### src/hdl/config_init_defines.svh
/*
 * Constants of the configuration front end: pattern values, mode and port codes, width codes, timing counts.
 * Assumes the including file runs on the 250 MHz mclk.
 */
`ifndef CONFIG_INIT_DEFINES_SVH
`define CONFIG_INIT_DEFINES_SVH

`define SYNC_WORD 32'haa995566
`define WIDTH_KEY 8'hbb
`define WIDTH_X8_KEY 8'h11
`define WIDTH_X16_KEY 8'h22
`define WIDTH_X32_KEY 8'h44

`define BW_X1 2'b00
`define BW_X8 2'b01
`define BW_X16 2'b10
`define BW_X32 2'b11

`define MODE_MASTER_SERIAL 3'b000
`define MODE_SPI 3'b001
`define MODE_FLASH_UP 3'b010
`define MODE_FLASH_DOWN 3'b011
`define MODE_MASTER_PARALLEL 3'b100
`define MODE_JTAG 3'b101
`define MODE_SLAVE_PARALLEL 3'b110
`define MODE_SLAVE_SERIAL 3'b111

`define PORT_JTAG 2'b00
`define PORT_PARALLEL_SLAVE 2'b01
`define PORT_INTERNAL 2'b10

`define CLK_PERIOD_NS 4
`define POR_DELAY_NS 1000
`define PROGRAM_LATENCY_NS 400
`define POR_DELAY_CYCLES ((`POR_DELAY_NS + `CLK_PERIOD_NS - 1) / `CLK_PERIOD_NS)
`define PROGRAM_LATENCY_CYCLES ((`PROGRAM_LATENCY_NS + `CLK_PERIOD_NS - 1) / `CLK_PERIOD_NS)
`define CLEAR_PASS_CYCLES 64
`define CONFIG_CLOCK_HALF 4
`define INTERNAL_PORT_WIDTH 2'b11
`define BUFFER_DEPTH 2

`endif

### src/hdl/config_init_pkg.sv
/*
 * Types of the configuration front end: sequencer states and packed carriers.
 * Assumes nothing beyond a SystemVerilog compiler.
 */
package config_init_pkg;

	typedef enum logic [2:0] {
		ST_PROG_HOLD = 3'b000,
		ST_CLEAR = 3'b001,
		ST_RELEASE = 3'b010,
		ST_INIT_WAIT = 3'b011,
		ST_RUN = 3'b100
	} seq_state_t;

	typedef struct packed {
		logic programReqN;
		logic initStatusIn;
		logic configClockIn;
		logic [2:0] modeSelect;
		logic [2:0] flashReadSelect;
		logic [7:0] flashReadCommand;
		logic [31:0] configData;
	} pin_bundle_t;

	typedef struct packed {
		logic [2:0] modeSelect;
		logic [2:0] flashReadSelect;
		logic [7:0] flashReadCommand;
	} mode_capture_t;

	typedef struct packed {
		logic [31:0] data;
		logic [1:0] width;
	} config_word_t;

endpackage : config_init_pkg

### src/hdl/config_init_and_sync_front_end.sv
/*
 * Configuration front end: memory clear sequencing, init pin handling, mode capture,
 * config clock generation and edge detection, bus width detection, sync search and word output buffer.
 * Assumes pins arrive asynchronously and are synchronised here; triggers arrive on mclk.
 */
`timescale 1ns/10ps
`include "config_init_defines.svh"

module config_init_and_sync_front_end
	import config_init_pkg::*;
#(
	parameter int CLEAR_CYCLES = `CLEAR_PASS_CYCLES,
	parameter int POR_CYCLES = `POR_DELAY_CYCLES,
	parameter int LATENCY_CYCLES = `PROGRAM_LATENCY_CYCLES,
	parameter int CLOCK_HALF = `CONFIG_CLOCK_HALF,
	parameter int DEPTH = `BUFFER_DEPTH,
	parameter logic [1:0] INTERNAL_WIDTH = `INTERNAL_PORT_WIDTH
) (
	input wire logic mclk,
	input wire logic reset_n,
	input wire logic programReqN,
	input wire logic jtagReprogramInstr,
	input wire logic internalReprogramCmd,
	input wire logic fallbackRetry,
	input wire logic initStatusIn,
	output logic initStatusOut,
	output logic initStatusOe,
	input wire logic [2:0] modeSelect,
	input wire logic [2:0] flashReadSelect,
	input wire logic [7:0] flashReadCommand,
	input wire logic configClockIn,
	output logic configClockOut,
	output logic configClockOe,
	input wire logic [31:0] configData,
	output logic userIoHighZ,
	output logic [2:0] activeMode,
	output logic [2:0] spiFlashReadSelect,
	output logic [7:0] spiFlashReadCommand,
	input wire logic [1:0] readPort,
	output logic [1:0] detectedWidthField,
	input wire logic abortActive,
	output logic syncAlignedFlag,
	output logic linkBusy,
	output logic wordValid,
	input wire logic wordReady,
	output config_word_t wordOut
);

	localparam int PTR_W = (DEPTH > 1) ? $clog2(DEPTH) : 1;
	localparam pin_bundle_t PIN_RESET = '{programReqN: 1'b1, default: '0};

	function automatic logic isParallel(input logic [2:0] mode);
		isParallel = (mode == `MODE_FLASH_UP) || (mode == `MODE_FLASH_DOWN) ||
			(mode == `MODE_MASTER_PARALLEL) || (mode == `MODE_SLAVE_PARALLEL);
	endfunction : isParallel

	function automatic logic isMaster(input logic [2:0] mode);
		isMaster = (mode == `MODE_MASTER_SERIAL) || (mode == `MODE_SPI) || (mode == `MODE_FLASH_UP) ||
			(mode == `MODE_FLASH_DOWN) || (mode == `MODE_MASTER_PARALLEL);
	endfunction : isMaster

	function automatic logic [7:0] unswap8(input logic [7:0] b);
		for (int i = 0; i < 8; i++) begin
			unswap8[i] = b[7 - i];
		end
	endfunction : unswap8

	function automatic logic [31:0] unswap32(input logic [31:0] w);
		unswap32 = {unswap8(w[31:24]), unswap8(w[23:16]), unswap8(w[15:8]), unswap8(w[7:0])};
	endfunction : unswap32

	pin_bundle_t pinMeta_q;
	pin_bundle_t pinSync_q;
	logic cclkInPrev_q;
	seq_state_t state_q;
	logic [1:0] passLeft_q;
	logic porCase_q;
	logic [15:0] clearCnt_q;
	logic [15:0] delayCnt_q;
	mode_capture_t capture_q;
	logic cclkOut_q;
	logic [7:0] cclkCnt_q;
	logic keySeen_q;
	logic widthLocked_q;
	logic [1:0] width_q;
	logic syncAligned_q;
	logic [31:0] window_q;
	logic [5:0] unitCnt_q;
	config_word_t mem_q [DEPTH];
	logic [PTR_W-1:0] wrPtr_q;
	logic [PTR_W-1:0] rdPtr_q;
	logic [PTR_W:0] count_q;

	logic progLow;
	logic relock;
	logic retrigger;
	logic running;
	logic masterMode;
	logic parallelMode;
	logic cclkRun;
	logic sampleEdge;
	logic [7:0] keyByte;
	logic [1:0] effWidth;
	logic [31:0] window_d;
	logic [5:0] unitsPerWord;
	logic wordDone;
	logic pushWord;
	logic popWord;
	logic fifoInReady;

	// Pins are asynchronous to mclk; first stage feeds only the second
	always_ff @(posedge mclk or negedge reset_n) begin
		if (!reset_n) begin
			pinMeta_q <= PIN_RESET;
			pinSync_q <= PIN_RESET;
			cclkInPrev_q <= 1'b0;
		end else begin
			pinMeta_q <= '{programReqN, initStatusIn, configClockIn, modeSelect, flashReadSelect,
				flashReadCommand, configData};
			pinSync_q <= pinMeta_q;
			cclkInPrev_q <= pinSync_q.configClockIn;
		end
	end

	assign progLow = !pinSync_q.programReqN;
	assign relock = progLow || jtagReprogramInstr || internalReprogramCmd;
	assign retrigger = jtagReprogramInstr || internalReprogramCmd || fallbackRetry;

	// Initialization sequencer
	always_ff @(posedge mclk or negedge reset_n) begin
		if (!reset_n) begin
			state_q <= ST_CLEAR;
			passLeft_q <= 2'd1;
			porCase_q <= 1'b1;
			clearCnt_q <= 16'h0000;
			delayCnt_q <= 16'h0000;
		end else if (progLow) begin
			state_q <= ST_PROG_HOLD;
			porCase_q <= 1'b0;
		end else if (state_q == ST_PROG_HOLD) begin
			state_q <= ST_CLEAR;
			passLeft_q <= 2'd2;
			clearCnt_q <= 16'h0000;
		end else if (retrigger) begin
			state_q <= ST_CLEAR;
			passLeft_q <= 2'd1;
			porCase_q <= 1'b0;
			clearCnt_q <= 16'h0000;
		end else begin
			case (state_q)
				ST_CLEAR: begin
					if (clearCnt_q == 16'(CLEAR_CYCLES - 1)) begin
						clearCnt_q <= 16'h0000;
						if (passLeft_q == 2'd1) begin
							state_q <= ST_RELEASE;
							delayCnt_q <= 16'h0000;
						end else begin
							passLeft_q <= passLeft_q - 2'd1;
						end
					end else begin
						clearCnt_q <= clearCnt_q + 16'h0001;
					end
				end
				ST_RELEASE: begin
					if (delayCnt_q == 16'(porCase_q ? POR_CYCLES - 1 : LATENCY_CYCLES - 1)) begin
						state_q <= ST_INIT_WAIT;
					end else begin
						delayCnt_q <= delayCnt_q + 16'h0001;
					end
				end
				ST_INIT_WAIT: begin
					if (pinSync_q.initStatusIn) begin
						state_q <= ST_RUN;
					end
				end
				default: begin
					state_q <= state_q;
				end
			endcase
		end
	end

	// Open drain: only ever pulls low
	assign initStatusOut = 1'b0;
	assign initStatusOe = (state_q == ST_PROG_HOLD) || (state_q == ST_CLEAR) || (state_q == ST_RELEASE);
	assign userIoHighZ = (state_q != ST_RUN);

	// Mode pins captured at the init rise
	always_ff @(posedge mclk or negedge reset_n) begin
		if (!reset_n) begin
			capture_q <= '0;
		end else if (state_q == ST_INIT_WAIT && pinSync_q.initStatusIn && !progLow && !retrigger) begin
			capture_q <= '{pinSync_q.modeSelect, pinSync_q.flashReadSelect, pinSync_q.flashReadCommand};
		end
	end

	assign activeMode = capture_q.modeSelect;
	assign spiFlashReadSelect = (capture_q.modeSelect == `MODE_SPI) ? capture_q.flashReadSelect : 3'b000;
	assign spiFlashReadCommand = (capture_q.modeSelect == `MODE_SPI) ? capture_q.flashReadCommand : 8'h00;

	assign running = (state_q == ST_RUN);
	assign masterMode = isMaster(capture_q.modeSelect);
	assign parallelMode = isParallel(capture_q.modeSelect);
	// Clock pauses while the buffer is full so a master source never overruns it
	assign cclkRun = running && masterMode && fifoInReady;

	always_ff @(posedge mclk or negedge reset_n) begin
		if (!reset_n) begin
			cclkOut_q <= 1'b0;
			cclkCnt_q <= 8'h00;
		end else if (!running || !masterMode) begin
			cclkOut_q <= 1'b0;
			cclkCnt_q <= 8'h00;
		end else if (cclkRun) begin
			if (cclkCnt_q == 8'(CLOCK_HALF - 1)) begin
				cclkCnt_q <= 8'h00;
				cclkOut_q <= !cclkOut_q;
			end else begin
				cclkCnt_q <= cclkCnt_q + 8'h01;
			end
		end
	end

	assign configClockOut = cclkOut_q;
	assign configClockOe = running && masterMode;

	// Master samples at its own rising edge, slave at the synchronised input edge
	assign sampleEdge = running && (masterMode ?
		(cclkRun && cclkCnt_q == 8'(CLOCK_HALF - 1) && !cclkOut_q) :
		(pinSync_q.configClockIn && !cclkInPrev_q));

	assign keyByte = unswap8(pinSync_q.configData[7:0]);
	assign effWidth = parallelMode ? width_q : `BW_X1;

	always_comb begin
		window_d = window_q;
		unitsPerWord = 6'd32;
		case (effWidth)
			`BW_X8: begin
				window_d = {window_q[23:0], unswap8(pinSync_q.configData[7:0])};
				unitsPerWord = 6'd4;
			end
			`BW_X16: begin
				window_d = {window_q[15:0], unswap8(pinSync_q.configData[15:8]), unswap8(pinSync_q.configData[7:0])};
				unitsPerWord = 6'd2;
			end
			`BW_X32: begin
				window_d = unswap32(pinSync_q.configData);
				unitsPerWord = 6'd1;
			end
			default: begin
				window_d = {window_q[30:0], pinSync_q.configData[0]};
				unitsPerWord = 6'd32;
			end
		endcase
	end

	// Bus width detector
	always_ff @(posedge mclk or negedge reset_n) begin
		if (!reset_n) begin
			keySeen_q <= 1'b0;
			widthLocked_q <= 1'b0;
			width_q <= `BW_X1;
		end else if (relock) begin
			keySeen_q <= 1'b0;
			widthLocked_q <= 1'b0;
			width_q <= `BW_X1;
		end else if (sampleEdge && parallelMode && !widthLocked_q) begin
			if (!keySeen_q) begin
				keySeen_q <= (keyByte == `WIDTH_KEY);
			end else if (keyByte == `WIDTH_X8_KEY) begin
				width_q <= `BW_X8;
				widthLocked_q <= 1'b1;
			end else if (keyByte == `WIDTH_X16_KEY) begin
				width_q <= `BW_X16;
				widthLocked_q <= 1'b1;
			end else if (keyByte == `WIDTH_X32_KEY) begin
				width_q <= `BW_X32;
				widthLocked_q <= 1'b1;
			end else begin
				keySeen_q <= 1'b0;
			end
		end
	end

	assign wordDone = sampleEdge && syncAligned_q && (unitCnt_q == unitsPerWord - 6'd1);
	assign pushWord = wordDone && fifoInReady;

	// Sync search and word assembly; nothing before sync leaves the block
	always_ff @(posedge mclk or negedge reset_n) begin
		if (!reset_n) begin
			syncAligned_q <= 1'b0;
			window_q <= 32'h00000000;
			unitCnt_q <= 6'd0;
		end else if (!running) begin
			syncAligned_q <= 1'b0;
			window_q <= 32'h00000000;
			unitCnt_q <= 6'd0;
		end else if (sampleEdge && (!parallelMode || widthLocked_q)) begin
			window_q <= window_d;
			if (!syncAligned_q) begin
				if (window_d == `SYNC_WORD) begin
					syncAligned_q <= 1'b1;
					unitCnt_q <= 6'd0;
				end
			end else if (unitCnt_q == unitsPerWord - 6'd1) begin
				unitCnt_q <= 6'd0;
			end else begin
				unitCnt_q <= unitCnt_q + 6'd1;
			end
		end
	end

	assign syncAlignedFlag = abortActive && (capture_q.modeSelect == `MODE_SLAVE_PARALLEL) && syncAligned_q;

	// Width status follows the reading port
	always_comb begin
		if (readPort == `PORT_JTAG) begin
			detectedWidthField = effWidth;
		end else if (readPort == `PORT_PARALLEL_SLAVE) begin
			detectedWidthField = (capture_q.modeSelect == `MODE_SLAVE_PARALLEL) ? width_q : `BW_X1;
		end else if (readPort == `PORT_INTERNAL) begin
			detectedWidthField = INTERNAL_WIDTH;
		end else begin
			detectedWidthField = `BW_X1;
		end
	end

	// Two-entry word buffer; a slave source must honour linkBusy or words drop
	assign fifoInReady = (count_q != (PTR_W + 1)'(DEPTH));
	assign linkBusy = !fifoInReady;
	assign wordValid = (count_q != '0);
	assign popWord = wordValid && wordReady;
	assign wordOut = mem_q[rdPtr_q];

	always_ff @(posedge mclk or negedge reset_n) begin
		if (!reset_n) begin
			for (int i = 0; i < DEPTH; i++) begin
				mem_q[i] <= '0;
			end
		end else if (pushWord) begin
			mem_q[wrPtr_q] <= '{window_d, effWidth};
		end
	end

	always_ff @(posedge mclk or negedge reset_n) begin
		if (!reset_n) begin
			wrPtr_q <= '0;
			rdPtr_q <= '0;
			count_q <= '0;
		end else begin
			if (pushWord) begin
				wrPtr_q <= (wrPtr_q == PTR_W'(DEPTH - 1)) ? '0 : wrPtr_q + PTR_W'(1);
			end
			if (popWord) begin
				rdPtr_q <= (rdPtr_q == PTR_W'(DEPTH - 1)) ? '0 : rdPtr_q + PTR_W'(1);
			end
			if (pushWord && !popWord) begin
				count_q <= count_q + (PTR_W + 1)'(1);
			end else if (popWord && !pushWord) begin
				count_q <= count_q - (PTR_W + 1)'(1);
			end
		end
	end

endmodule : config_init_and_sync_front_end

### config.mk
export PLATFORM = sky130hd
export DESIGN_NAME = config_init_and_sync_front_end
export DESIGN_NICKNAME = d
export VERILOG_FILES = /design/src/hdl/config_init_pkg.sv /design/src/hdl/config_init_and_sync_front_end.sv
export VERILOG_INCLUDE_DIRS = /design/src /design/src/hdl
export SDC_FILE = /design/constraint.sdc
export NUM_CORES = 1
export LEC_CHECK = 0
export BUFFER_PORTS_ARGS = -buffer_cell sky130_fd_sc_hd__buf_2
export CELL_PAD_IN_SITES_DETAIL_PLACEMENT = 1
export CELL_PAD_IN_SITES_GLOBAL_PLACEMENT = 1
export CORE_ASPECT_RATIO = 0.75
export CORE_MARGIN = 3
export CORE_UTILIZATION = 35
export CTS_BUF_LIST = sky130_fd_sc_hd__clkbuf_16
export DETAILED_ROUTE_END_ITERATION = 10
export PLACE_DENSITY_LB_ADDON = 0.05
export SLEW_MARGIN = 40
export SYNTH_ARGS = -nofsm -noshare
export SYNTH_HDL_FRONTEND = slang
export SYNTH_SLANG_ARGS = --single-unit
### constraint.sdc
create_clock -name mclk -period 2.8 [get_ports mclk]
set_clock_uncertainty 0.15 [all_clocks]
set_input_delay 0.28 -clock mclk [delete_from_list [all_inputs] [get_ports mclk]]
set_output_delay 0.28 -clock mclk [all_outputs]
set_load 0.02 [all_outputs]
==> flow_summary.toml, run 1 <==
[run_status]
outcome = "complete, but fails checks"
violations = "negative setup slack"

[pwr]
switching_share_pct = 22.8
intPower_mw = 6.34
p_switching_mw = 1.88
sequentialPowerShare_pct = 49.7
peakVddDrop_v = 0.000424
p_per_area_nw_per_um2 = 507
p_leak_nw = 7.49
p_comb_share_pct = 3.5
power.share.clock_pct = 46.8

[place]
gp_congestion = 0.851
dpl.hpwl_um = 25600
port_buffers = 114

[routing]
antenna_left = 0
drt-pass1-iter-count = 5
wl_per_cell_um = 20.9
vias = 9743
drt_iter0_drc = 947
drc = 0
drt_wl_total_um = 38800
vias_per_cell = 5.26

[grt]
grt_max_degree = 73
grt_remaining_overflow = 0
antenna_found_initial = 0
grt_pass1_vias = 9994
grt_usage_pct = 19.7
grt_first_pass_wirelength_um = 58800

[clock_network]
cts-root-buf = "clkbuf_16"
clk_latency_ns = 0.56
clk_path_buf_depth = 3
cts_num_sinks = 274
cts_tree = "built"
cts_made_buffers = 29
h-tree-depth = 1
path_clk_slew_ns = 0.06

[synthesis]
syn_nets = 1169
avgSynthCellArea_um2 = 11.0
synthArstFlopShare_pct = 100
synth_edf_count = 0
synth_ff_type = "dfrtp_1"
synth-warning-count = 0
synth-seq-cells = 274
netlist_instances = 1105
synth_cell_types = 74
yosysSeqAreaShare_pct = 56.6
syn-cell-area_um2 = 12100

[sta]
post-route-min-period_ns = 2.84
worst_pin_slew_ns = 0.720
fin_ws_ns = -0.0353
post-route-period-util_pct = 101
finalSetupViolCount = 29
slew_viol_final = 0
relSlewSlack_pct = 51.5
clock.fmax_ghz = 0.353
rsz0062_at_grt = "true"
hold_ws_ns = 0.0276
final_hold_viol_count = 0

[finish]
fillers = 3661
seqCellArea_um2 = 6870
multiInputGateArea_um2 = 5270
drive_above_1_share_pct = 34.8
utilization_pct = 48.0
area_growth_pct = 33.7
fin_nets = 1446
diodes = 0

[worst_setup_path]
critPathArrivalTime_ns = 3.17
r2r_setup_slack_ns = -0.04
crit_path_end_kind = "register"
path_max_fanout = 7
required_ns = 3.14
r2r-start = "clearCnt_q[10]$_DFFE_PN0P_"
crit_type = "register to register"
r2r-end = "delayCnt_q[12]$_DFFE_PN0P_"
rr_worst_depth = 7
start_kind = "register"

[floorplan]
die-area_um2 = 37000
fp.dieH_um = 167
start_util_pct = 35.9
die_width_um = 221
rows = 58
fp.coreArea_um2 = 33800
io-pin-count = 116

[hold_path]
min_path_type = "primary input to register"
hp-start = "internalReprogramCmd"
min_to = "widthLocked_q$_DFFE_PN0P_"
min_path_cells = 4

[job]
cap_violations = 0
worst max-delay path by stage:
stage	startpoint	end	slack [ns]	cells past startpoint
2_1_floorplan	activeMode[2]$_DFFE_PN0P_	count_q[1]$_DFFE_PN0P_	0.02	11
3_3_place_gp	clearCnt_q[12]$_DFFE_PN0P_	delayCnt_q[10]$_DFFE_PN0P_	-0.07	7
3_5_place_dp	clearCnt_q[13]$_DFFE_PN0P_	delayCnt_q[8]$_DFFE_PN0P_	-0.11	7
4_1_cts	clearCnt_q[13]$_DFFE_PN0P_	delayCnt_q[14]$_DFFE_PN0P_	-0.03	7
5_1_grt	activeMode[2]$_DFFE_PN0P_	mem_q[6]$_DFFE_PN0P_	-0.19	10
6_report	clearCnt_q[10]$_DFFE_PN0P_	delayCnt_q[12]$_DFFE_PN0P_	-0.04	7
per-stage QoR:
step	TNS (ns)	total power [mW]	area (um2)	std cells	setup slack, ns
after floorplan	0	4.20	12100	1105	0.0188
after global routing	-7.46	8.59	16200	1854	-0.191
after detailed placement	-0.811	4.39	14000	1718	-0.111
after global placement	-0.375	4.39	14000	1718	-0.0746
final	-0.457	8.22	16200	1854	-0.0353
after CTS	-0.0717	8.35	15500	1828	-0.0280
registers in the layout (all words and copies together), names as in the netlist, 2 cells and up:
| name | count |
|---|---|
| mem_q | 68 |
| pinMeta_q | 49 |
| pinSync_q | 41 |
| window_q | 31 |
| clearCnt_q | 16 |
| delayCnt_q | 16 |
| capture_q | 11 |
| cclkCnt_q | 8 |
| keyByte | 8 |
| unitCnt_q | 6 |
| activeMode | 3 |
| state_q | 3 |
| count_q | 2 |
| passLeft_q | 2 |
| width_q | 2 |
critical path, stage by stage, from the launching register on:
cell     delay [ns]
dfrtp_1        0.37
or4_4          0.53
or4_4          0.59
nor4_4         0.35
o21ai_4        0.16
buf_12         0.18
or3_4          0.32
a21oi_2        0.11
cells by family (layout without fill, tap and decap cells):
family,count (synthesis),after routing,synth area share (%)
flip-flops,274,274,56.6
other,1,1,0.0309
multiplexers,121,121,11.1
AND/OR/NAND/NOR,377,377,15.3
AO/OA/AOI/OAI,215,215,11.7
XOR/XNOR,22,22,1.59
buffers and inverters,89,388,3.13
adder cells (fa/ha/maj),6,6,0.619
synthesized netlist by cell type (all sizes together) (6+ instances only):
| library cell | count | area share (%) |
|---|---|---|
| mux2 | 108 | 10 |
| a41oi | 10 | 0.72 |
| and3 | 21 | 1.1 |
| o221a | 8 | 0.74 |
| a21oi | 39 | 1.6 |
| nand2 | 127 | 3.9 |
| o22ai | 11 | 0.57 |
| nor3 | 20 | 1.0 |
| nand2b | 10 | 0.52 |
| or3 | 9 | 0.46 |
| ha | 6 | 0.62 |
| xnor2 | 10 | 0.72 |
| nor2 | 92 | 2.8 |
| mux2i | 13 | 1.1 |
| o31ai | 18 | 1.1 |
| inv | 26 | 0.80 |
| clkbuf | 35 | 1.1 |
| buf | 27 | 1.2 |
| dfrtp | 269 | 55 |
| xor2 | 12 | 0.87 |
| nand3 | 25 | 1.1 |
| o21ai | 71 | 3.0 |
| or4 | 10 | 0.62 |
| nor4 | 11 | 0.69 |
| a31oi | 8 | 0.41 |
| nand4 | 19 | 0.98 |
| or2 | 6 | 0.31 |
area by class of cell:
class                           count  share of cell area, %
Tap cell                          450                   3.47
Sequential cell                   274                   42.3
Clock inverter                     24                   1.30
Clock buffer                       29                   4.47
Timing Repair Buffer              308                   15.3
Inverter                           27                  0.625
Multi-Input combinational cell    742                   32.5
per-layer routing:
metal / part of all wire (%) / global-route usage [%]
met2: 42 / 28.3
met3: 5.1 / 3.43
met5: 0 / 0
met4: 1.4 / 3.36
met1: 51 / 31.3
placed cells by master (no fill, tap or decap), types with 7 or more instances in the layout:
| cell type | Yosys | final |
|---|---|---|
| mux2_2 | 100 | 100 |
| a41oi_1 | 10 | 7 |
| buf_4 | 5 | 106 |
| o221a_2 | 8 | 8 |
| o21ai_0 | 68 | 62 |
| dfrtp_1 | 269 | 267 |
| and3_1 | 21 | 20 |
| a21oi_1 | 38 | 34 |
| nand3_1 | 24 | 23 |
| xnor2_1 | 10 | 10 |
| nor3_1 | 15 | 12 |
| nor2_1 | 92 | 88 |
| buf_12 | 0 | 12 |
| o31ai_1 | 18 | 15 |
| mux2i_1 | 13 | 13 |
| nand2_1 | 127 | 126 |
| nand4_1 | 19 | 19 |
| clkbuf_16 | 0 | 35 |
| inv_1 | 26 | 28 |
| nand2b_1 | 10 | 9 |
| buf_2 | 16 | 113 |
| a31oi_1 | 8 | 7 |
| dlygate4sd3_1 | 0 | 55 |
| o22ai_1 | 11 | 11 |
| xor2_1 | 12 | 12 |
| clkinv_1 | 1 | 8 |
| buf_6 | 1 | 15 |
| mux2_4 | 0 | 8 |
power groups by stage:
stage / registers [mW] / clock network, mW / logic [mW]
after detailed placement: 4.16 / 0 / 0.234
after floorplan: 4.14 / 0 / 0.0618
final: 4.09 / 3.84 / 0.288
after global placement: 4.16 / 0 / 0.231
after global routing: 4.09 / 4.17 / 0.328
after CTS: 4.09 / 3.97 / 0.293
repair_timing:
item | 4_1_cts | 5_1_grt
pin swaps | 0 | 40
hold endpoints to repair | 120 | 0
buffers inserted | 2 | 16
gates resized for setup | 6 | 88
hold buffers | 55 | 0
endpoints found under the setup margin | 16 | 81
cloned | 0 | 11
Note: power is estimated with default switching activity, not from simulation.
==> run 2: changes to the inputs <==
- CORE_ASPECT_RATIO: 0.75 -> 2
==> run 2 against run 1 <==
The run still ends with negative setup slack left; routed wire length grew 1.4%; global-route usage is 1.4 points higher; total power fell by 3.5%; sequential share of layout area rose by 0.52 points; non-clock buffer count rose by 9.
==> flow_summary.toml, run 2 (synthesis results as in run 1) <==
[run_status]
outcome = "complete, but fails checks"
violations = "negative setup slack"

[pwr]
p_switching_mw = 1.76
power_mw = 7.93
p_comb_share_pct = 3.7
p_per_area_nw_per_um2 = 495
switching_share_pct = 22.1
intPower_mw = 6.18
peakVddDrop_v = 0.000427
p_leak_nw = 7.46
sequentialPowerShare_pct = 51.5
power.share.clock_pct = 44.8

[job]
cap_violations = 0

[finish]
drive_above_1_share_pct = 34.0
layout_common_cells = "dfrtp_1, nand2_1, buf_4"
regMostFlops = "mem_q"
diodes = 0
area_growth_pct = 32.0
fin_nets = 1451
mostFrequentLayoutCell = "dfrtp_1"
largest_reg_flops = 68
largestRegisters = "mem_q (68), pinMeta_q (49), pinSync_q (41)"
stdcell_count = 1840

[worst_setup_path]
r2r-start = "activeMode[2]$_DFFE_PN0P_"
crit_type = "register to register"
worstSetupEndpoint = "mem_q[25]$_DFFE_PN0P_"
r2r_setup_slack_ns = -0.09
start_kind = "register"
rr_worst_depth = 10
critPathLaunch = "activeMode[2]$_DFFE_PN0P_"
path_max_fanout = 5
critPathArrivalTime_ns = 3.15
r2r-end = "mem_q[25]$_DFFE_PN0P_"
required_ns = 3.07
crit_path_end_kind = "register"

[sta]
post-route-min-period_ns = 2.89
rsz0062_at_grt = "true"
clock.fmax_ghz = 0.347
tns_ns = -0.779
slew_viol_final = 0
finalSetupViolCount = 18
fin_ws_ns = -0.0854
post-route-period-util_pct = 103
hold_ws_ns = 0.0397
worst_pin_slew_ns = 0.716
final_hold_viol_count = 0
relSlewSlack_pct = 52.3

[routing]
vias_per_cell = 5.25
antenna_left = 0
vias = 9669
drc = 0
drt_wl_total_um = 39300
drt_iter0_drc = 347
drt-pass1-iter-count = 4
wl_per_cell_um = 21.4

[grt]
grt_remaining_overflow = 0
grt_max_degree = 83
antenna_found_initial = 0
grt_first_pass_wirelength_um = 60400
grt_pass1_vias = 10700
grt_usage_pct = 21.1

[clock_network]
clk_latency_ns = 0.54
cts-root-buf = "clkbuf_16"
cts_num_sinks = 274
clk_path_buf_depth = 3
cts_made_buffers = 25
path_clk_slew_ns = 0.07
cts_tree = "built"
h-tree-depth = 1

[hold_path]
hp-start = "jtagReprogramInstr"
min_path_type = "primary input to register"

[place]
dpl.hpwl_um = 28900
placed_cells = 1728
gp_congestion = 0.848
port_buffers = 114

[floorplan]
start_util_pct = 35.8
die_width_um = 138
rows = 95
io-pin-count = 116
fp.coreArea_um2 = 33900
die-area_um2 = 37100
fp.dieH_um = 269
## run 2: layout make-up
cell class / count / area (um2)
inverters: 27 / 101
clock inverters: 19 / 208
flip-flops and latches: 274 / 6860
well taps: 436 / 546
multi-input cells: 742 / 5190
fillers: 3751 / 17900
clock buffers: 25 / 626
repair buffers: 317 / 2480
## run 2: worst min path at each step
stage	endpoint	cells past startpoint
2_1_floorplan	activeMode[0]$_DFFE_PN0P_	0
3_3_place_gp	mem_q[54]$_DFFE_PN0P_	1
3_5_place_dp	mem_q[60]$_DFFE_PN0P_	1
4_1_cts	porCase_q$_DFFE_PN1P_	3
5_1_grt	porCase_q$_DFFE_PN1P_	3
6_report	porCase_q$_DFFE_PN1P_	3
## run 2: timing repair
item | CTS | global route
gates cloned | 0 | 4
hold endpoints to repair | 125 | 0
setup endpoints to repair | 56 | 78
gates resized for setup | 9 | 64
buffers inserted | 1 | 11
hold buffers | 52 | 0
pin swaps | 2 | 25
## run 2: metrics by stage
stage,setup slack [ns],utilization [%],area (um2)
finish,-0.0854,47.3,16000
global route,-0.144,47.3,16000
CTS,-0.0164,45.9,15500
detailed placement,-0.0911,41.8,14100
global placement,-0.0440,41.8,14100
floorplan,0.0188,-,12100
## run 2: critical path, cell delays in order, from the launching register on
cell and delay, ns:
dfrtp_1 0.39, buf_6 0.13, nand2_2 0.05, buf_6 0.13, nand3_4 0.08, or4_4 0.54, a221oi_4 0.40, nand4_1 0.26
buf_6 0.21, clkbuf_16 0.16, mux2_2 0.27
## run 2: power groups by stage
stage | Combinational (mW) | Sequential (mW) | Clock [mW]
2_1_floorplan | 0.0618 | 4.14 | 0
4_1_cts | 0.300 | 4.09 | 3.69
3_3_place_gp | 0.236 | 4.16 | 0
3_5_place_dp | 0.240 | 4.16 | 0
5_1_grt | 0.328 | 4.09 | 3.83
6_report | 0.292 | 4.08 | 3.55
## run 2: layer usage
metal  track usage, %  vias to the layer above  share of wire, %
li1                 -                     4493                 -
met1             21.4                     4939                35
met2             41.6                      165                58
met3             1.90                       72               2.4
met4             9.38                        0               4.9
met5                0                        -                 0
==> run 3: changes to the inputs <==
- CORE_MARGIN: 3 -> 1.5
==> run 3 against run 2 <==
The flow now finishes without violations; worst hold slack gained 0.0021 ns; first-iteration DRC count rose by 2.9%; global-route usage grew 1.5 points; sequential cell count unchanged; maximum frequency rose by 4.7%; utilization decreased by 0.98 points; sequential power hardly changed; register-to-register slack better by 0.13 ns; die area is 3.3% lower; clock-buffer cell count increased by 2; critical path type unchanged.
==> flow_summary.toml, run 3 (synthesis results as in run 1) <==
[run_status]
outcome = "completed"

[finish]
largest_reg_flops = 68
final_cell_area_um2 = 15900
drive_above_1_share_pct = 33.2
area_growth_pct = 30.6
fin_nets = 1452
multiInputGateArea_um2 = 5080
layout_common_cells = "dfrtp_1, buf_4, nand2_1"
diodes = 0
regMostFlops = "mem_q"
mostFrequentLayoutCell = "dfrtp_1"
seqCellArea_um2 = 6870
fillers = 3764
largestRegisters = "mem_q (68), pinMeta_q (49), pinSync_q (41)"

[clock_network]
cts_tree = "built"
clk_path_buf_depth = 3
h-tree-depth = 1
cts_num_sinks = 274
cts_made_buffers = 27
clk_latency_ns = 0.56
path_clk_slew_ns = 0.06
cts-root-buf = "clkbuf_16"

[place]
post_dp_cell_area_um2 = 14200
dpl.hpwl_um = 29400
port_buffers = 114
gp_congestion = 0.950

[pwr]
peakVddDrop_v = 0.000403
p_per_area_nw_per_um2 = 500
p_leak_nw = 7.33

[worst_setup_path]
critPathArrivalTime_ns = 3.10
start_kind = "register"
critPathMostFrequentCell = "or4_4"
crit_path_end_kind = "register"
max_stage_delay_ns = 0.56
required_ns = 3.14
worstPathCellList = "or4_4 > or4_4 > nor4_4 > o21ai_2 > buf_12 > or4_1 > nand2_1"
rr_worst_depth = 7
crit_type = "register to register"
slowest_stage = "or4_4"
path_max_fanout = 23

[sta]
relSlewSlack_pct = 63.4
worst_pin_slew_ns = 0.543
post-route-period-util_pct = 98.4
clock.fmax_ghz = 0.363
finalSetupViolCount = 0
slew_viol_final = 0
tns_ns = 0
rsz0062_at_grt = "true"
post-route-min-period_ns = 2.76
final_hold_viol_count = 0

[floorplan]
die-area_um2 = 35900
rows = 96
fp.dieH_um = 266
fp.coreArea_um2 = 34200
io-pin-count = 116
start_util_pct = 35.4
die_width_um = 135

[routing]
wl_per_cell_um = 21.4
drt-pass1-iter-count = 4
drt_wl_total_um = 39600
vias_per_cell = 5.25
vias = 9701
drc = 0
drt_iter0_drc = 357
antenna_left = 0

[grt]
grt_usage_pct = 22.6
antenna_found_initial = 0
grt_max_degree = 85
grt_remaining_overflow = 0
grt_pass1_vias = 10800
grt_first_pass_wirelength_um = 61700

[hold_path]
min_path_type = "primary input to register"
min_path_cells = 3

[job]
cap_violations = 0
-- run 3: stage by stage --
stage	util [%]	setup WS [ns]	total power, mW	instances	hold slack, ns
6_report	46.3	0.0438	7.93	1847	0.0419
5_1_grt	46.3	-0.0519	8.24	1847	0.0646
4_1_cts	45.6	0.00951	8.07	1840	0.0163
3_5_place_dp	41.5	-0.137	4.40	1739	0.123
3_3_place_gp	41.5	-0.124	4.39	1739	0.120
2_1_floorplan	-	0.0188	4.20	1105	-0.166
-- run 3: worst max-delay path, delay by kind of cell (launching register included) --
family	cells	cell delay (ns)
AOI/OAI and AO/OA	1	0.11
buffers and inverters	1	0.17
DFF	1	0.38
and+or+nand+nor	5	1.89
-- run 3: area by class of cell --
type	count	share of cell area (%)
clock inverter	20	1.04
timing repair buffer	316	15.2
sequential	274	43.3
tap	441	3.48
clock buffer	27	4.26
multi-input combinational	742	32.1
inverter	27	0.663
-- run 3: report_power, final --
part	leakage, nW	switching (mW)	internal [mW]
logic	3.31	0.163	0.124
registers	3.58	0.0438	4.04
clock network	0.432	1.61	1.95
total	7.33	1.81	6.11
-- run 3: final timing paths --
path	startpoint	to	slack [ns]
setup / recovery	clearCnt_q[13]$_DFFE_PN0P_	delayCnt_q[7]$_DFFE_PN0P_	0.04
hold / removal	internalReprogramCmd	porCase_q$_DFFE_PN1P_	0.04
setup reg to reg	clearCnt_q[13]$_DFFE_PN0P_	delayCnt_q[7]$_DFFE_PN0P_	0.04
hold reg to reg	pinMeta_q[23]$_DFF_PN0_	pinSync_q[23]$_DFF_PN0_	0.20
max in group asynchronous	reset_n	pinSync_q[11]$_DFF_PN0_	1.52
min in group asynchronous	reset_n	cclkCnt_q[5]$_DFFE_PN0P_	0.12
-- run 3: metal layers --
layer	part of all wire, %	track usage (%)
met1	34	22.8
met2	57	44.5
met4	5.9	11.7
met5	0	0
met3	2.4	2.19
-- run 3: repair_timing --
| item | CTS | global route |
|---|---|---|
| buffers inserted | 0 | 6 |
| hold endpoints to repair | 153 | 0 |
| resized for setup | 7 | 37 |
| cloned | 0 | 1 |
| setup endpoints to repair | 34 | 45 |
| pin swaps | 1 | 6 |
| hold buffers | 54 | 0 |
